<file path="src/civ_pkg.sv">
package civ_pkg;
    // apb register byte offsets
    localparam logic [7:0] MCR_OFF = 8'h00;
    localparam logic [7:0] ICR_OFF = 8'h04;
    localparam logic [7:0] BMASK_OFF = 8'h08;
    localparam logic [7:0] BFLAG_OFF = 8'h0C;
    localparam logic [7:0] CTRL0_OFF = 8'h10;
    localparam logic [7:0] ERROR_STATUS_REG_OFF = 8'h14;
    localparam logic [7:0] ISTAT_OFF = 8'h18;
    localparam logic [7:0] IMASKR_OFF = 8'h1C;
    // module config fields
    localparam int MCR_APS_BIT = 0;
    localparam int MCR_WAKE_INT_MASK_BIT = 1;
    localparam int MCR_GATED_BIT = 2;
    // interrupt config fields
    localparam int ICR_LVL_LSB = 0;
    localparam int ICR_BASE_LSB = 5;
    // control zero fields
    localparam int CTRL0_BOFF_BIT = 0;
    localparam int CTRL0_ERR_BIT = 1;
    // error status flag positions
    localparam int ES_BOFF_BIT = 0;
    localparam int ES_ERR_BIT = 1;
    localparam int ES_WAKE_BIT = 2;
    // block event status positions
    localparam int EV_GATE_ON_BIT = 0;
    localparam int EV_GATE_OFF_BIT = 1;
    localparam int EV_VECTOR_BIT = 2;
    // sizes
    localparam int NUM_BUF = 16;
    localparam int NUM_SRC = 19;
    localparam int NUM_ES = 3;
    localparam int NUM_EV = 3;
    // reset values
    localparam logic [2:0] LVL_RST = 3'h0;
    localparam logic [2:0] BASE_RST = 3'h0;
    localparam logic [15:0] BUF_RST = 16'h0000;
    localparam logic [2:0] THREE_RST = 3'h0;
    localparam logic [31:0] RDATA_RST = 32'h00000000;
    localparam logic [4:0] CODE_RST = 5'h00;
    // interrupt-acknowledge handler states
    typedef enum logic [1:0] {
        ACK_IDLE = 2'b00,
        ACK_ARB = 2'b01,
        ACK_DONE = 2'b10
    } civ_ack_e;
endpackage

</file>
<file path="src/civ_irq_vector.sv">
// Chosen here: the placing of the registers and the APB register port.
`timescale 1ns/1ps
module civ_irq_vector
    import civ_pkg::*;
(
    // clock and reset
    input wire logic mclk_in,
    input wire logic rst_n_in,
    // apb slave
    input wire logic psel_in,
    input wire logic penable_in,
    input wire logic pwrite_in,
    input wire logic [7:0] paddr_in,
    input wire logic [31:0] pwdata_in,
    output logic [31:0] prdata_out,
    output logic pready_out,
    output logic pslverr_out,
    // source events from the protocol engine
    input wire logic [NUM_BUF-1:0] buf_done_in,
    input wire logic busoff_event_in,
    input wire logic error_event_in,
    input wire logic can_rx_in,
    // activity and mode status
    input wire logic frame_active_in,
    input wire logic sbuf_xfer_in,
    input wire logic tx_pending_in,
    input wire logic debug_mode_in,
    input wire logic stop_mode_in,
    input wire logic busoff_state_in,
    // intermodule bus interrupt side
    input wire logic int_ack_cycle_in,
    input wire logic [2:0] ack_level_in,
    input wire logic arb_win_in,
    output logic [2:0] irq_level_out,
    output logic arb_req_out,
    output logic [7:0] vector_out,
    output logic vector_valid_out,
    // clock gate and block interrupt
    output logic clk_gate_out,
    output logic irq_out
);
    ////////////////////////////////////////////////////////////////////
    // storage
    logic auto_power_save_enable; // auto_power_save_enable
    logic wake_int_mask;
    logic [2:0] request_level_field;
    logic [2:0] vector_base_field;
    logic [NUM_BUF-1:0] buffer_int_mask;
    logic [NUM_BUF-1:0] buffer_int_flag;
    logic [NUM_BUF-1:0] buf_armed; // bits seen set by a flag read
    logic busoff_int_mask;
    logic error_int_mask;
    logic [NUM_ES-1:0] error_status_reg;
    logic [NUM_ES-1:0] es_armed;
    logic [NUM_EV-1:0] ev_status; // sticky block events
    logic [NUM_EV-1:0] ev_mask;
    logic rx_prev; // last bus level for edge detect
    civ_ack_e ack_state;
    // decoded helpers
    logic rd_take; // first access cycle, data latched
    logic wr_do; // completing write edge
    logic idle_all;
    logic [NUM_ES-1:0] es_event;
    logic [NUM_SRC-1:0] pending;
    logic req_any;
    logic [4:0] src_code;
    logic [31:0] rd_mux;
    logic next_gate;
    logic vec_fire;

    ////////////////////////////////////////////////////////////////////
    // read-then-write-zero clear; a same-cycle event always wins
    function automatic logic [NUM_BUF-1:0] clear_flags(
        input logic [NUM_BUF-1:0] flag,
        input logic [NUM_BUF-1:0] armed,
        input logic [NUM_BUF-1:0] wdata,
        input logic [NUM_BUF-1:0] ev
    );
        clear_flags = (flag & ~(armed & ~wdata)) | ev;
    endfunction

    ////////////////////////////////////////////////////////////////////
    // apb decode: one wait state, writes act on the completing edge
    assign rd_take = psel_in && penable_in && !pready_out;
    assign wr_do = psel_in && penable_in && pready_out && pwrite_in;

    // read mux, reserved bits read zero
    always_comb begin
        rd_mux = RDATA_RST;
        case (paddr_in)
            MCR_OFF: begin
                rd_mux[MCR_APS_BIT] = auto_power_save_enable;
                rd_mux[MCR_WAKE_INT_MASK_BIT] = wake_int_mask;
                rd_mux[MCR_GATED_BIT] = clk_gate_out;
            end
            ICR_OFF: begin
                rd_mux[ICR_LVL_LSB +: 3] = request_level_field;
                rd_mux[ICR_BASE_LSB +: 3] = vector_base_field;
            end
            BMASK_OFF: rd_mux[NUM_BUF-1:0] = buffer_int_mask;
            BFLAG_OFF: rd_mux[NUM_BUF-1:0] = buffer_int_flag;
            CTRL0_OFF: begin
                rd_mux[CTRL0_BOFF_BIT] = busoff_int_mask;
                rd_mux[CTRL0_ERR_BIT] = error_int_mask;
            end
            ERROR_STATUS_REG_OFF: rd_mux[NUM_ES-1:0] = error_status_reg;
            ISTAT_OFF: rd_mux[NUM_EV-1:0] = ev_status;
            IMASKR_OFF: rd_mux[NUM_EV-1:0] = ev_mask;
            default: rd_mux = RDATA_RST;
        endcase
    end

    // bus answer flops
    always_ff @(posedge mclk_in) begin
        if (!rst_n_in) begin
            pready_out <= 1'b0;
            prdata_out <= RDATA_RST;
            pslverr_out <= 1'b0;
        end else begin
            pready_out <= rd_take;
            if (rd_take) begin
                prdata_out <= pwrite_in ? RDATA_RST : rd_mux;
                // unmapped or misaligned words answer with an error
                pslverr_out <= (paddr_in > IMASKR_OFF) ||
                               (paddr_in[1:0] != 2'b00);
            end else begin
                pslverr_out <= 1'b0;
            end
        end
    end

    ////////////////////////////////////////////////////////////////////
    // plain control registers
    always_ff @(posedge mclk_in) begin
        if (!rst_n_in) begin
            auto_power_save_enable <= 1'b0;
            wake_int_mask <= 1'b0;
            request_level_field <= LVL_RST;
            vector_base_field <= BASE_RST;
            buffer_int_mask <= BUF_RST;
            busoff_int_mask <= 1'b0;
            error_int_mask <= 1'b0;
            ev_mask <= THREE_RST;
        end else if (wr_do) begin
            case (paddr_in)
                MCR_OFF: begin
                    auto_power_save_enable <= pwdata_in[MCR_APS_BIT];
                    wake_int_mask <= pwdata_in[MCR_WAKE_INT_MASK_BIT];
                end
                ICR_OFF: begin
                    request_level_field <= pwdata_in[ICR_LVL_LSB +: 3];
                    vector_base_field <= pwdata_in[ICR_BASE_LSB +: 3];
                end
                BMASK_OFF: buffer_int_mask <= pwdata_in[NUM_BUF-1:0];
                CTRL0_OFF: begin
                    busoff_int_mask <= pwdata_in[CTRL0_BOFF_BIT];
                    error_int_mask <= pwdata_in[CTRL0_ERR_BIT];
                end
                IMASKR_OFF: ev_mask <= pwdata_in[NUM_EV-1:0];
                default: ;
            endcase
        end
    end

    ////////////////////////////////////////////////////////////////////
    // buffer flags: any finished transfer sets, tx and rx alike
    always_ff @(posedge mclk_in) begin
        if (!rst_n_in) begin
            buffer_int_flag <= BUF_RST;
            buf_armed <= BUF_RST;
        end else begin
            if (wr_do && paddr_in == BFLAG_OFF) begin
                buffer_int_flag <= clear_flags(buffer_int_flag, buf_armed,
                    pwdata_in[NUM_BUF-1:0], buf_done_in);
                buf_armed <= BUF_RST;
            end else begin
                buffer_int_flag <= buffer_int_flag | buf_done_in;
                // a new event between read and write cancels the clear
                if (rd_take && !pwrite_in && paddr_in == BFLAG_OFF)
                    buf_armed <= buffer_int_flag & ~buf_done_in;
                else
                    buf_armed <= buf_armed & ~buf_done_in;
            end
        end
    end

    ////////////////////////////////////////////////////////////////////
    // wake edge: recessive to dominant only counts in stop mode
    always_ff @(posedge mclk_in) begin
        if (!rst_n_in)
            rx_prev <= 1'b1;
        else
            rx_prev <= can_rx_in;
    end

    assign es_event[ES_BOFF_BIT] = busoff_event_in;
    assign es_event[ES_ERR_BIT] = error_event_in;
    assign es_event[ES_WAKE_BIT] = stop_mode_in && rx_prev &&
                                   !can_rx_in;

    // status flags, cleared the same way as buffer flags
    always_ff @(posedge mclk_in) begin
        if (!rst_n_in) begin
            error_status_reg <= THREE_RST;
            es_armed <= THREE_RST;
        end else begin
            if (wr_do && paddr_in == ERROR_STATUS_REG_OFF) begin
                error_status_reg <= NUM_ES'(clear_flags(
                    NUM_BUF'(error_status_reg), NUM_BUF'(es_armed),
                    NUM_BUF'(pwdata_in[NUM_ES-1:0]),
                    NUM_BUF'(es_event)));
                es_armed <= THREE_RST;
            end else begin
                error_status_reg <= error_status_reg | es_event;
                if (rd_take && !pwrite_in && paddr_in == ERROR_STATUS_REG_OFF)
                    es_armed <= error_status_reg & ~es_event;
                else
                    es_armed <= es_armed & ~es_event;
            end
        end
    end

    ////////////////////////////////////////////////////////////////////
    // request: nineteen flag-mask pairs into the encoder
    assign pending = {
        error_status_reg[ES_WAKE_BIT] & wake_int_mask,
        error_status_reg[ES_ERR_BIT] & error_int_mask,
        error_status_reg[ES_BOFF_BIT] & busoff_int_mask,
        buffer_int_flag & buffer_int_mask
    };

    civ_prio_enc u_enc (
        .pend_in(pending),
        .found_out(req_any),
        .code_out(src_code)
    );

    // level output, withdrawn once no pair remains
    always_ff @(posedge mclk_in) begin
        if (!rst_n_in)
            irq_level_out <= LVL_RST;
        else if (req_any)
            irq_level_out <= request_level_field;
        else
            irq_level_out <= LVL_RST;
    end

    ////////////////////////////////////////////////////////////////////
    // acknowledge handler: match level, arbitrate, supply vector
    assign vec_fire = (ack_state == ACK_ARB) && arb_win_in &&
                      int_ack_cycle_in;

    always_ff @(posedge mclk_in) begin
        if (!rst_n_in) begin
            ack_state <= ACK_IDLE;
            arb_req_out <= 1'b0;
            vector_out <= {BASE_RST, CODE_RST};
            vector_valid_out <= 1'b0;
        end else begin
            vector_valid_out <= 1'b0;
            case (ack_state)
                ACK_IDLE: begin
                    // level 0 never requests, so it never matches
                    if (int_ack_cycle_in && req_any &&
                        ack_level_in == irq_level_out &&
                        irq_level_out != LVL_RST) begin
                        ack_state <= ACK_ARB;
                        arb_req_out <= 1'b1;
                    end
                end
                ACK_ARB: begin
                    if (vec_fire) begin
                        // code frozen at the winning edge
                        vector_out <= {vector_base_field, src_code};
                        vector_valid_out <= 1'b1;
                        arb_req_out <= 1'b0;
                        ack_state <= ACK_DONE;
                    end else if (!int_ack_cycle_in) begin
                        // another module won; cycle ended
                        arb_req_out <= 1'b0;
                        ack_state <= ACK_IDLE;
                    end
                end
                ACK_DONE: begin
                    if (!int_ack_cycle_in)
                        ack_state <= ACK_IDLE;
                end
                default: begin
                    ack_state <= ACK_IDLE;
                    arb_req_out <= 1'b0;
                end
            endcase
        end
    end

    ////////////////////////////////////////////////////////////////////
    // auto power save; host access counts as activity
    assign idle_all = !frame_active_in && !sbuf_xfer_in &&
                      !tx_pending_in && !psel_in && !debug_mode_in &&
                      !stop_mode_in && !busoff_state_in;
    assign next_gate = auto_power_save_enable && idle_all;

    // re-evaluated every cycle so ungating costs one edge
    always_ff @(posedge mclk_in) begin
        if (!rst_n_in)
            clk_gate_out <= 1'b0;
        else
            clk_gate_out <= next_gate;
    end

    ////////////////////////////////////////////////////////////////////
    // block events: sticky, read clears, set wins
    always_ff @(posedge mclk_in) begin
        if (!rst_n_in) begin
            ev_status <= THREE_RST;
        end else begin
            logic [NUM_EV-1:0] ev;
            ev = THREE_RST;
            ev[EV_GATE_ON_BIT] = next_gate && !clk_gate_out;
            ev[EV_GATE_OFF_BIT] = !next_gate && clk_gate_out;
            ev[EV_VECTOR_BIT] = vec_fire;
            if (rd_take && !pwrite_in && paddr_in == ISTAT_OFF)
                ev_status <= ev;
            else
                ev_status <= ev_status | ev;
        end
    end

    // single level interrupt
    always_ff @(posedge mclk_in) begin
        if (!rst_n_in)
            irq_out <= 1'b0;
        else
            irq_out <= |(ev_status & ev_mask);
    end

    ////////////////////////////////////////////////////////////////////
    // checks
    property p_gate_on;
        @(posedge mclk_in) disable iff (!rst_n_in)
        auto_power_save_enable && idle_all |=> clk_gate_out;
    endproperty
    a_gate_on: assert property (p_gate_on)
        else $error("clock not gated while idle");

    property p_gate_block;
        @(posedge mclk_in) disable iff (!rst_n_in)
        (frame_active_in || tx_pending_in || psel_in || stop_mode_in)
        |=> !clk_gate_out;
    endproperty
    a_gate_block: assert property (p_gate_block)
        else $error("clock gated while busy");

    property p_ungate;
        @(posedge mclk_in) disable iff (!rst_n_in)
        clk_gate_out && !idle_all |=> !clk_gate_out;
    endproperty
    a_ungate: assert property (p_ungate)
        else $error("clock not restarted");

    property p_level;
        @(posedge mclk_in) disable iff (!rst_n_in)
        req_any |=> irq_level_out == $past(request_level_field);
    endproperty
    a_level: assert property (p_level)
        else $error("wrong request level");

    property p_vector;
        @(posedge mclk_in) disable iff (!rst_n_in)
        vec_fire |=> vector_valid_out && !arb_req_out ##1 !vector_valid_out;
    endproperty
    a_vector: assert property (p_vector)
        else $error("vector not supplied once");

    property p_vec_fmt;
        @(posedge mclk_in) disable iff (!rst_n_in)
        vec_fire |=> vector_out == {$past(vector_base_field),
                                    $past(src_code)};
    endproperty
    a_vec_fmt: assert property (p_vec_fmt)
        else $error("vector format wrong");

    property p_buf_set;
        @(posedge mclk_in) disable iff (!rst_n_in)
        buf_done_in != BUF_RST |=>
        (buffer_int_flag & $past(buf_done_in)) == $past(buf_done_in);
    endproperty
    a_buf_set: assert property (p_buf_set)
        else $error("buffer flag not set");

    property p_keep;
        @(posedge mclk_in) disable iff (!rst_n_in)
        wr_do && paddr_in == BFLAG_OFF |=>
        (buffer_int_flag & $past(buffer_int_flag & ~buf_armed)) ==
        $past(buffer_int_flag & ~buf_armed);
    endproperty
    a_keep: assert property (p_keep)
        else $error("unarmed flag cleared");

    property p_wake;
        @(posedge mclk_in) disable iff (!rst_n_in)
        stop_mode_in && rx_prev && !can_rx_in |=>
        error_status_reg[ES_WAKE_BIT];
    endproperty
    a_wake: assert property (p_wake)
        else $error("wake flag not set");

    property p_withdraw;
        @(posedge mclk_in) disable iff (!rst_n_in)
        !req_any |=> irq_level_out == LVL_RST;
    endproperty
    a_withdraw: assert property (p_withdraw)
        else $error("level not withdrawn");
endmodule

</file>
<file path="src/civ_prio_enc.sv">
`timescale 1ns/1ps
// fixed-priority encoder: lowest source index wins
module civ_prio_enc
    import civ_pkg::*;
(
    // pending sources, bit 0 highest priority
    input wire logic [NUM_SRC-1:0] pend_in,
    // encoded result
    output logic found_out,
    output logic [4:0] code_out
);
    // scan from lowest priority upward so the highest one lands last
    always_comb begin
        found_out = 1'b0;
        code_out = CODE_RST;
        for (int i = NUM_SRC - 1; i >= 0; i--) begin
            if (pend_in[i]) begin
                found_out = 1'b1;
                code_out = 5'(i); // index equals the low vector code
            end
        end
    end
endmodule

</file>
<file path="config.mk">
export PLATFORM = sky130hd
export DESIGN_NAME = civ_irq_vector
export DESIGN_NICKNAME = d
export VERILOG_FILES = /design/src/civ_pkg.sv /design/src/civ_irq_vector.sv /design/src/civ_prio_enc.sv
export SDC_FILE = /design/constraint.sdc
export NUM_CORES = 1
export LEC_CHECK = 0
export ABC_AREA = 0
export BUFFER_PORTS_ARGS = -buffer_cell sky130_fd_sc_hd__buf_4
export CORE_ASPECT_RATIO = 0.9
export CORE_MARGIN = 1
export CORE_UTILIZATION = 23
export DETAILED_ROUTE_END_ITERATION = 6
export SYNTH_ARGS = -nofsm -noshare
export SYNTH_HDL_FRONTEND = slang
export SYNTH_SLANG_ARGS = --single-unit
</file>
<file path="constraint.sdc">
create_clock -name mclk_in -period 1.6 [get_ports mclk_in]
set_clock_uncertainty 0.15 [all_clocks]
set_input_delay 0 -clock mclk_in [delete_from_list [all_inputs] [get_ports mclk_in]]
set_output_delay 0 -clock mclk_in [all_outputs]
set_load 0.05 [all_outputs]
</file>
Word level (Yosys, flattened, before mapping)
Index checks and enable logic that the tools add are counted.
W data, S select, Z words.
- bits in registers: 122
- latch bits: 0
- RAM bits: 0
- bits in read-only memories: 0
- input bits: 75
- output and inout port bits: 49
- word-level logic and storage cells: 177
- memories: 0
- add/sub/neg operators: 0
- multiply operators: 0
- divide/modulo/power cells: 0
- magnitude comparators: 1
- equal/unequal tests: 12
- shifts and indexed selects: 0
- muxes and demuxes: 58
- bitwise operators: 26
- reductions and logical operators: 56
- operators with widths (cell ; count):
    $mux W5 ; 19
    $and A16 B16 Y16 ; 5
    $mux W16 ; 3
    $not A16 Y16 ; 3
    $eq A8 B5 Y1 const B ; 4
    $or A16 B16 Y16 ; 2
    $logic_and A1 B1 Y1 ; 26
    $mux W1 ; 23
    $reduce_and A2 Y1 ; 9
    $eq A8 B4 Y1 const B ; 2
    $pmux W2 S8 ; 1
    $pmux W8 S2 ; 1
    $and A3 B3 Y3 ; 5
    $logic_not A1 Y1 ; 12
    $mux W3 ; 3
    $not A3 Y3 ; 3
    $or A3 B3 Y3 ; 3
    $pmux W3 S3 ; 1
    $eq A8 B3 Y1 const B ; 1
    $gt A8 B5 Y1 const B ; 1
    $logic_not A8 Y1 ; 1
    $pmux W1 S7 ; 1
    $mux W2 ; 3
    $pmux W2 S3 ; 1
    16 further kinds ; 20

Depth between registers and ports, before layout
Gate-level depths: netlist of run 1.
- word-level depth: 25
- depth in mapped cells: 7
- mapped depth without buffers: 5

Modules after synthesis
Synthesis of run 1 repeated with hierarchy kept, for this count alone.
- cell total of the unflattened synthesis: 562
- area total of the unflattened synthesis: 4808.4 µm²
- modules (own cells, without submodules) (module ; instances ; cells each ; area an instance (µm²) ; sequential area each (µm²)):
    civ_irq_vector ; 1 ; 524 ; 4585.6 ; 2122.0
    civ_prio_enc ; 1 ; 38 ; 222.7 ; 0.0

Worst setup path before layout of run 1
OpenSTA, ideal clock, no wires.
- path type: register to register
- from: register pready_out
- to: register buffer_int_mask[15]
- library setup time: 128 ps
- arrival: 1731 ps
- data required time: 1322 ps
- setup slack: -409 ps
- stages on the path, launching flop included: 8
- buffers on the path: 2
- clock period less this slack: 2009 ps
- path through: dfxtp_1 nand4_1 nor3_2 and3_1 buf_6 buf_12 mux2i_1 nor2_1
- word-level cells in the longest chain between the ends: 3
- RTL lines (what ; line ; source):
    start: declaration ; civ_irq_vector.sv:16 ; output logic pready_out,
    start signal: assignment ; civ_irq_vector.sv:120 ; pready_out <= rd_take;
    $logic_and A1 B1 Y1 (2 in a row) ; civ_irq_vector.sv:85 ; assign wr_do = psel_in && penable_in && pready_out && pwrite_in;
    $reduce_and A2 Y1 (no source line) ; - ;
    end signal: assignment ; civ_irq_vector.sv:154 ; BMASK_OFF: buffer_int_mask <= pwdata_in[NUM_BUF-1:0];
    end: declaration ; civ_irq_vector.sv:48 ; logic [NUM_BUF-1:0] buffer_int_mask;
Every way passes these cells.
A chain may end at the register's enable or synchronous reset.

Final worst setup path of run 1
- from: register buffer_int_flag[9]
- to: register ack_state[0]
- word-level cells in the longest chain between the ends: 15
- RTL lines (what ; line ; source):
    start: declaration ; civ_irq_vector.sv:49 ; logic [NUM_BUF-1:0] buffer_int_flag;
    start signal: assignment ; civ_irq_vector.sv:173 ; buffer_int_flag <= clear_flags(buffer_int_flag, buf_armed,
    start signal: assignment ; civ_irq_vector.sv:177 ; buffer_int_flag <= buffer_int_flag | buf_done_in;
    $and A16 B16 Y16 ; civ_irq_vector.sv:229 ; buffer_int_flag & buffer_int_mask
    $mux W1 (10 in a row) ; civ_prio_enc.sv:17 ; if (pend_in[i]) begin
    $logic_and A1 B1 Y1 (2 in a row) ; civ_irq_vector.sv:264 ; if (int_ack_cycle_in && req_any &&
    $logic_and A1 B1 Y1 ; civ_irq_vector.sv:265 ; ack_level_in == irq_level_out &&
    $ne A2 B2 Y1 (no source line) ; - ;
    end signal: assignment ; civ_irq_vector.sv:267 ; ack_state <= ACK_ARB;
    end signal: assignment ; civ_irq_vector.sv:277 ; ack_state <= ACK_DONE;
    end signal: assignment ; civ_irq_vector.sv:281 ; ack_state <= ACK_IDLE;
    end: declaration ; civ_irq_vector.sv:58 ; civ_ack_e ack_state;
Every way passes these cells.

==> results of run 1 <==
## synthesized netlist by cell type, drive strengths merged (2+ instances only)
| cell | instances | area share [%] |
|---|---|---|
| a32o | 2 | 0.43 |
| nand2 | 54 | 4.3 |
| o21ai | 31 | 3.5 |
| and3 | 6 | 0.80 |
| and3b | 2 | 0.37 |
| clkbuf | 12 | 1.2 |
| buf | 28 | 4.6 |
| or3 | 4 | 0.75 |
| a31oi | 2 | 0.27 |
| mux2 | 6 | 1.4 |
| a22oi | 21 | 3.4 |
| nand4 | 4 | 0.53 |
| mux2i | 40 | 8.5 |
| nor3 | 14 | 1.7 |
| a22o | 2 | 0.37 |
| nor4b | 5 | 0.93 |
| nor3b | 19 | 3.0 |
| inv | 7 | 0.56 |
| nand2b | 3 | 0.40 |
| nor2 | 49 | 4.2 |
| dfxtp | 106 | 45 |
| a21oi | 41 | 4.4 |
| o2111ai | 2 | 0.37 |
| mux4 | 2 | 0.96 |
| a211oi | 10 | 1.6 |
| o211ai | 2 | 0.32 |
| nand3b | 3 | 0.48 |
| a222oi | 2 | 0.43 |
| xnor2 | 2 | 0.37 |
| nand3 | 18 | 2.0 |
## logic make-up (layout without fill, tap and decap cells)
kind of cell	after synthesis	after routing	synth area share (%)
AND/OR/NAND/NOR	187	187	20.6
AO/OA/AOI/OAI	123	123	16.5
flip-flops	106	106	45.2
multiplexers	48	48	10.9
buffers and inverters	48	255	6.42
XOR/XNOR	2	2	0.373
other	1	16	0.0798
## critical path: stages, from the launching register on
cell	delay (ns)
dfxtp_1	0.33
a22oi_2	0.22
nand4_1	0.14
or3_4	0.43
o2111ai_2	0.21
o41ai_1	0.10
## how the worst max path moves through the flow
| stage | from | end | slack, ns | cells after the start |
|---|---|---|---|---|
| 5_1_grt | pready_out$_SDFF_PN0_ | buffer_int_mask[9]$_SDFFE_PN0P_ | -0.14 | 6 |
| 2_1_floorplan | pready_out$_SDFF_PN0_ | buffer_int_mask[15]$_SDFFE_PN0P_ | -0.10 | 7 |
| 3_5_place_dp | paddr_in[5] | error_status_reg[1]$_SDFF_PN0_ | -0.13 | 7 |
| 4_1_cts | pready_out$_SDFF_PN0_ | buffer_int_mask[9]$_SDFFE_PN0P_ | -0.04 | 6 |
| 6_report | buffer_int_flag[9]$_SDFF_PN0_ | ack_state[0]$_SDFFE_PN0P_ | -0.09 | 5 |
| 3_3_place_gp | paddr_in[5] | error_status_reg[0]$_SDFF_PN0_ | -0.09 | 7 |
## through the flow
| step | instance area [um^2] | utilization [%] | power (mW) | worst slack, ns |
|---|---|---|---|---|
| 2_1_floorplan | 4830 | - | 3.02 | -0.103 |
| 3_3_place_gp | 6220 | 31.1 | 3.28 | -0.0922 |
| 3_5_place_dp | 6220 | 31.1 | 3.28 | -0.126 |
| 4_1_cts | 7140 | 35.7 | 5.43 | -0.0411 |
| 5_1_grt | 7440 | 37.2 | 5.61 | -0.136 |
| 6_report | 7440 | 37.2 | 5.43 | -0.0856 |
## repair_timing
action                                 in CTS  in global routing
endpoints found under the hold margin      85                  0
cloned                                      0                  3
setup endpoints to repair                  50                 70
setup buffers                               2                  1
hold buffers                               56                  0
gates resized for setup                    19                 58
pin swaps                                   6                 34
## where the power goes
part | switching [mW] | leakage, nW | internal (mW)
Combinational | 0.359 | 2.00 | 0.304
Sequential | 0.0280 | 0.863 | 2.67
Clock | 0.969 | 0.133 | 1.09
## layout make-up
cell class                      instances  area [um^2]  area share (%)
Inverter                                8         30.0           0.403
Clock buffer                           13          250            3.36
Multi-Input combinational cell        376         2660            35.8
Sequential cell                       106         2130            28.7
Tap cell                              255          319            4.29
Clock inverter                          3         15.0           0.202
Timing Repair Buffer                  231         2030            27.3
## metal layers
layer  share of wire [%]  up-vias  wire length [um]  global-route usage (%)
met3                 5.3       12               857                    2.67
met2                  45      138              7200                    23.7
met4                0.89        0               143                    3.93
met5                   0        -                 0                       0
li1                    -     2270                 -                       -
met1                  49     2250              7890                    20.8
==> metrics.txt, run 1 <==
Die ar.=0.0210 mm^2; crit path DAT=1.77 ns; starting density of the core=23.5%; leak pwr=2.99 nW; initial antenna violation count=0; TritonCTS buffer count=9; DRT Wirelength=16100 um; Final Hold Slack=0.0123 ns; worst-margin pin slew=0.609 ns; R2R Path Start=buffer_int_flag[9]$_SDFF_PN0_; Startpoint Class=flip-flop; share of flip-flops with an asynchronous set or reset=0%; global-route wire length before repair=24400 um; Final ANT Viol Nets=0; Tmin final=1.69 ns; Setup Crit Path Kind=reg2reg; RSZ-0062 raised after global routing=yes; EDFF count, synth=0; Via density=4.71; Seq/Total Area, Yosys=45.2%; # fillers=between 2000 and 2500; Final GP Congestion=0.842; # rows=49; Clock Tree Root=clkbuf_16; non-filler instance count after layout=992; Die Wd=153 um; vias=between 4000 and 5000; worst reg-to-reg setup slack=-0.09 ns; final cycle utilization of the critical path=105%; vias in the first global route=4464; Final nets=807; placed cells=approximately 910; min setup slack post-route=-0.0856 ns; post-synthesis register bit count=106; Worst Hold Class=in2reg; Antenna Cells=0; GR Util All Layers=14.9%; Cells after Synth=515; worst r2r path cells=5; clk slew on worst S/H paths=roughly 0.070 ns; most frequent cells in the layout=160 x buf_4, 99 x dfxtp_1, 56 x dlygate4sd3_1; die height=138 um; violated checks=design-rule violations, negative setup slack; core area=0.0200 mm^2; power per cell area=between 700 and 800 mW/mm^2; final setup TNS=-1.76 ns; Sink Count=106; Worst Hold Endpoint=prdata_out[1]$_SDFFE_PN0P_; final max-slew violation count=0; # DRC=5; Detail Placement HPWL=between 10000 and 15000 um; clk buf depth=2; Setup violations, final=between 40 and 50; Mean Syn Cell Area=9.13 um^2; Fmax=0.593 GHz; GRT overflow=0; commonest non-fill, non-tap cell in the layout=buf_4; drt pass-1 iters=7; area grow syn2layout=58.4%; clock insertion delay at the later pin of the skew report=0.35 ns; DRT iter0 DRCs=314; Max Cap Violations=0; Syn. warnings=0; CTS tree=done; CTS H-tree lvls=3; commonest register cell after synthesis=dfxtp_1; Distinct cells, synth=56; Data required, critical path=1.69 ns; wire length per cell=~16 um; Max VDD drop=about 0.46 mV; outcome=finished, violations left; Hold Crit Depth=5; crit end category=flip-flop; port bufs=91; largest net degree at the start of global routing=52; mapped cell area=0.00470 mm^2; reg2reg end=ack_state[0]$_SDFFE_PN0P_; share of cells above drive strength 1=38.0%; Critical Path Fanout Max=3; IO Count=124; Hold Path Origin=paddr_in[6]; endpoints failing hold=0; relative slew slack=59.4%
Note: power is estimated with default switching activity, not from simulation.
==> inputs of run 2 (changes only) <==
--- a/config.mk
+++ b/config.mk
@@ -7,10 +7,12 @@
 export LEC_CHECK = 0
 export ABC_AREA = 0
 export BUFFER_PORTS_ARGS = -buffer_cell sky130_fd_sc_hd__buf_4
+export CAP_MARGIN = 25
 export CORE_ASPECT_RATIO = 0.9
 export CORE_MARGIN = 1
-export CORE_UTILIZATION = 23
+export CORE_UTILIZATION = 33
 export DETAILED_ROUTE_END_ITERATION = 6
+export PLACE_DENSITY = 0.57
 export SYNTH_ARGS = -nofsm -noshare
 export SYNTH_HDL_FRONTEND = slang
 export SYNTH_SLANG_ARGS = --single-unit
==> run 2 against run 1 <==
Compared with the run above: the run ends with negative setup slack left; flip-flop and latch count did not move; wire length is 3.0% lower; first-iteration DRC count is 33% lower; register-to-register slack is essentially flat; critical path type unchanged; largest power group unchanged; highest routed layer unchanged.
==> metrics.txt, run 2 (same netlist as run 1, synthesis figures left out) <==
non-filler instance count after layout=932 (-6.0%); final cycle utilization of the critical path=105% (-0.26 points); Final nets=813 (+0.74%); IO Count=124 (unchanged); GRT overflow=0 (unchanged); Via density=5.08 (+8.0%); crit end category=flip-flop; Internal=4.14 mW (+1.7%); # DRC=0 (-5); Max VDD drop=0.527 mV (+15%); worst-margin pin slew=0.548 ns (-0.0615 ns); Setup Crit Path Kind=reg2reg; Clock Power Share=39.0% (+1.0 points); most frequent cells in the layout=163 x buf_4, 101 x dfxtp_1, 58 x dlygate4sd3_1; Clock Tree Root=clkbuf_16; commonest non-fill, non-tap cell in the layout=buf_4; Logic pwr share=12.5% (+0.3 points); # rows=40 (-18%); CTS H-tree lvls=3 (unchanged); placed cells=848 (-7.2%); Tmin final=1.68 ns (-0.00415 ns); leak pwr=3.12 nW (+4.1%); sw frac=25.6% (+0.59 points); Final GP Congestion=0.869 (+3.2%); Detail Placement HPWL=10800 um (-4.0%); CTS tree=done; clk slew on worst S/H paths=0.07 ns (about the same); Setup violations, final=35 (-26%); DRT Wirelength=15600 um (-3.0%); outcome=finished, violations left; drt pass-1 iters=4 (-3); Final ANT Viol Nets=0 (unchanged); Sink Count=106 (unchanged); power per cell area=736 mW/mm^2 (+0.95%); vias=4739 (+1.5%); P_sw=1.42 mW (+4.9%); core area=0.0136 mm^2 (-32%); share of cells above drive strength 1=39.2% (+1.2 points); initial antenna violation count=0 (unchanged); Tot Pwr=5.56 mW (+2.5%); violated checks=negative setup slack; die height=115 um (-16%); global-route wire length before repair=24100 um (-1.0%); relative slew slack=63.3% (+4.0 points); port bufs=91 (unchanged); Critical Path Fanout Max=16 (+13); starting density of the core=34.5% (+11 points); DRT iter0 DRCs=209 (-33%); TritonCTS buffer count=9 (unchanged); sequential share of power=48.6% (-1.2 points); Final Util=55.5% (+18 points); clk buf depth=2 (unchanged); Die Wd=128 um (-16%); Data required, critical path=1.70 ns (about the same); Max Cap Violations=0 (unchanged); Startpoint Class=flip-flop; Fmax=0.595 GHz (+0.25%); Die ar.=0.0147 mm^2 (-30%); Worst Hold Class=in2reg; GR Util All Layers=21.3% (+6.4 points); vias in the first global route=4725 (+5.8%); largest net degree at the start of global routing=38 (-27%); final max-slew violation count=0 (unchanged); wire length per cell=16.8 um (+3.3%); area grow syn2layout=60.8%; final setup TNS=-0.829 ns (+0.933 ns); endpoints failing hold=0 (unchanged); min setup slack post-route=-0.0815 ns (+0.00415 ns); clock insertion delay at the later pin of the skew report=0.36 ns (about the same); RSZ-0062 raised after global routing=yes; Antenna Cells=0 (unchanged); crit path DAT=1.79 ns (+0.02 ns)
-- run 2: changes by cell type in the layout (fill, tap and decap cells not counted), moves of 4 or more --
cell / previous run / this run
nand2_2: 8 / 4
a21oi_2: 3 / 8
nor2_2: 4 / 0
a21oi_1: 38 / 33
nand2_4: 5 / 10
-- run 2: final timing paths --
| check | from | endpoint | slack (ns) | cells after the start |
|---|---|---|---|---|
| min | paddr_in[2] | prdata_out[0]$_SDFFE_PN0P_ | 0.03 | 4 |
| min reg2reg | prdata_out[1]$_SDFFE_PN0P_ | prdata_out[1]$_SDFFE_PN0P_ | 0.31 | 2 |
| max | pready_out$_SDFF_PN0_ | buf_armed[6]$_SDFF_PP0_ | -0.08 | 8 |
| max reg2reg | pready_out$_SDFF_PN0_ | buf_armed[6]$_SDFF_PP0_ | -0.08 | 8 |
-- run 2: area by class of cell --
class,instances,area (um^2)
Sequential cell,106,2130
Clock buffer,10,250
Tap cell,189,236
Fill cell,1233,6060
Clock inverter,6,40.0
Multi-Input combinational cell,376,2770
Timing Repair Buffer,237,2100
Inverter,8,30.0
-- run 2: per-layer routing --
layer | GRT usage (%) | up-vias | share of wire (%)
met5 | 0 | - | 0
li1 | - | 2282 | -
met3 | 3.68 | 29 | 5.1
met1 | 28.7 | 2270 | 46
met4 | 7.61 | 0 | 2.3
met2 | 34.5 | 158 | 47
-- run 2: power by group through the flow --
stage | clock network [mW] | logic [mW] | registers, mW
3_3_place_gp | 0 | 0.518 | 2.76
6_report | 2.17 | 0.694 | 2.70
2_1_floorplan | 0 | 0.254 | 2.77
4_1_cts | 2.21 | 0.657 | 2.70
5_1_grt | 2.32 | 0.737 | 2.71
3_5_place_dp | 0 | 0.525 | 2.76
-- run 2: worst max-delay path: stages, from the launching register on --
cell and delay (ns):
dfxtp_4 0.35, nand3b_1 0.21, nor2_4 0.14, buf_6 0.13, buf_6 0.10, nand3_4 0.07, buf_12 0.18, mux2i_2 0.20
nor3_2 0.05
-- run 2: through the flow --
stage	hold slack, ns	worst slack [ns]	area, um^2
finish	0.0272	-0.0815	7560
detailed placement	0.0313	-0.156	6150
CTS	0.0291	-0.0453	7230
global placement	0.0315	-0.0997	6150
global route	0.0536	-0.175	7560
floorplan	-0.0803	-0.103	4830
-- run 2: what timing repair did --
action	in CTS	in global routing
cloned	1	2
hold buffers	58	0
endpoints found under the hold margin	86	0
resized for setup	36	58
buffers inserted	7	2
setup endpoints to repair	47	75
pin swaps	8	30
==> inputs of run 3 (changes only) <==
--- a/config.mk
+++ b/config.mk
@@ -12,7 +12,6 @@
 export CORE_MARGIN = 1
 export CORE_UTILIZATION = 33
 export DETAILED_ROUTE_END_ITERATION = 6
-export PLACE_DENSITY = 0.57
 export SYNTH_ARGS = -nofsm -noshare
 export SYNTH_HDL_FRONTEND = slang
 export SYNTH_SLANG_ARGS = --single-unit
==> run 3 against run 2 <==
Compared with the run above: count of clock-buffer cells in the layout rose by 2; cell count fell by 0.54%; register-to-register slack got worse by 0.03 ns; highest routed layer unchanged; critical path type unchanged; die area did not move; the flow still finishes with violations (negative setup slack); sequential share of layout area rose by 0.74 points.
==> metrics.txt, run 3 (same netlist as run 1, synthesis figures left out) <==
core area=0.0136 mm^2 (unchanged); Hold Crit Depth=5 (+1); Worst Hold Endpoint=prdata_out[2]$_SDFFE_PN0P_; CTS tree=done; Fmax=0.585 GHz (-1.6%); largest net degree at the start of global routing=30 (-21%); Die ar.=0.0147 mm^2 (unchanged); min setup slack post-route=-0.108 ns (-0.0270 ns); power per cell area=755 mW/mm^2 (+2.5%); Max Cap Violations=0 (unchanged); # rows=40 (unchanged); Detail Placement HPWL=10600 um (-2.3%); met3 Track Usage GR=4.42% (+0.74 points); final max-slew violation count=0 (unchanged); vias=4660 (-1.7%); clock insertion delay at the later pin of the skew report=0.35 ns (about the same); # DRC=0 (unchanged); share of cells above drive strength 1=37.9% (-1.2 points); Via density=5.03 (-1.1%); violated checks=negative setup slack; leak pwr=2.97 nW (-4.8%); TritonCTS buffer count=9 (unchanged); commonest non-fill, non-tap cell in the layout=buf_4; RSZ-0062 raised after global routing=yes; Sink Count=106 (unchanged); Critical Path Fanout Max=10 (-6); met1 GRT Util=27.0% (-1.8 points); Startpoint Class=flip-flop; crit end category=flip-flop; global-route wire length before repair=23600 um (-2.1%); GR Util All Layers=20.7% (-0.60 points); CTS H-tree lvls=3 (unchanged); Final nets=809 (-0.49%); most frequent cells in the layout=165 x buf_4, 100 x dfxtp_1, 58 x dlygate4sd3_1; Hold Path Origin=paddr_in[2]; drt pass-1 iters=4 (unchanged); port bufs=91 (unchanged); most used routing layer=met2; clk buf depth=2 (unchanged); clk slew on worst S/H paths=0.07 ns (about the same); Data required, critical path=1.68 ns (-0.02 ns); vias in the first global route=4696 (-0.61%); worst reg-to-reg setup slack=-0.11 ns (-0.03 ns); die height=115 um (unchanged); R2R Path Start=pready_out$_SDFF_PN0_; DRT iter0 DRCs=300 (+44%); final cycle utilization of the critical path=107% (+1.7 points); IO Count=124 (unchanged); Final ANT Viol Nets=0 (unchanged); Clock Tree Root=clkbuf_16; initial antenna violation count=0 (unchanged); worst r2r path cells=6 (-2); Max VDD drop=0.551 mV (+4.6%); Setup violations, final=59 (+69%); reg2reg end=buf_armed[4]$_SDFF_PP0_; Tmin final=1.71 ns (+0.0270 ns); # fillers=1229 (-0.32%); starting density of the core=34.5% (unchanged); outcome=finished, violations left; endpoints failing hold=0 (unchanged); Antenna Cells=0 (unchanged); Final GP Congestion=0.880 (+1.3%); area grow syn2layout=56.8%; Worst Hold Class=in2reg; crit path DAT=1.79 ns (about the same); Tot Pwr=5.56 mW (about the same); DRT Wirelength=15000 um (-3.7%); wire length per cell=16.2 um (-3.2%); met2 usage=34.9% (+0.40 points); Setup Crit Path Kind=reg2reg; Die Wd=128 um (unchanged); GRT overflow=0 (unchanged); final setup TNS=-3.05 ns (-2.23 ns)
[run 3: cell types whose count changed in the layout (fill, tap and decap cells not counted), moves of 3 or more]
cell | previous run | this run
a22oi_1 | 4 | 14
nand3_4 | 4 | 0
nand3_2 | 0 | 4
buf_6 | 5 | 2
a21oi_1 | 33 | 23
nand2_2 | 4 | 7
a22oi_2 | 17 | 7
nand2_4 | 10 | 2
a21oi_2 | 8 | 18
nand2_1 | 40 | 45
[run 3: power by group]
group | switching (mW) | total, mW | internal [mW]
Sequential | 0.0272 | 2.70 | 2.68
Combinational | 0.360 | 0.675 | 0.315
Clock | 0.938 | 2.18 | 1.24
[run 3: layer usage]
metal / wire length (um) / vias up
li1: - / 2269
met1: 7130 / 2257
met2: 7130 / 126
met3: 681 / 8
met4: 99 / 0
met5: 0 / -
[run 3: area by class of cell]
class	instances	area [um^2]	area share (%)
tap	189	236	3.21
sequential	106	2130	28.9
timing repair buffer	233	2010	27.2
clock buffer	12	246	3.35
clock inverter	3	40.0	0.543
multi-input combinational	376	2680	36.3
inverter	8	30.0	0.408
[run 3: worst max-delay path by stage]
stage                               start  cells after the start                                to  slack [ns]
detailed placement  pready_out$_SDFF_PN0_                      6          buf_armed[15]$_SDFF_PP0_       -0.16
CTS                 pready_out$_SDFF_PN0_                      6  buffer_int_mask[12]$_SDFFE_PN0P_       -0.04
floorplan           pready_out$_SDFF_PN0_                      7  buffer_int_mask[15]$_SDFFE_PN0P_       -0.10
finish              pready_out$_SDFF_PN0_                      6           buf_armed[4]$_SDFF_PP0_       -0.11
global route        pready_out$_SDFF_PN0_                      6           buf_armed[4]$_SDFF_PP0_       -0.17
global placement    pready_out$_SDFF_PN0_                      6           buf_armed[3]$_SDFF_PP0_       -0.10
[run 3: per-stage QoR]
step                worst slack [ns]  utilization, %  area, um^2  hold slack [ns]  cells
CTS                          -0.0376            52.1        7100           -0.165    921
finish                        -0.108            54.1        7370           0.0275    927
global route                  -0.168            54.1        7370           0.0251    927
floorplan                     -0.103               -        4830          -0.0803    530
global placement              -0.102            45.0        6120           0.0287    846
detailed placement            -0.156            45.0        6120           0.0351    846
[run 3: worst max-delay path, stage by stage (launching register included)]
cell and delay (ns):
dfxtp_4 0.35, nand4_1 0.12, buf_4 0.17, or3_4 0.36, o21ai_4 0.22, buf_12 0.18, a211oi_1 0.05
[run 3: timing repair]
| item | in CTS | in global routing |
|---|---|---|
| setup endpoints to repair | 53 | 77 |
| setup buffers | 3 | 4 |
| cloned | 0 | 1 |
| hold endpoints to repair | 89 | 3 |
| pin swaps | 8 | 14 |
| hold buffers | 57 | 1 |
| gates resized for setup | 22 | 52 |
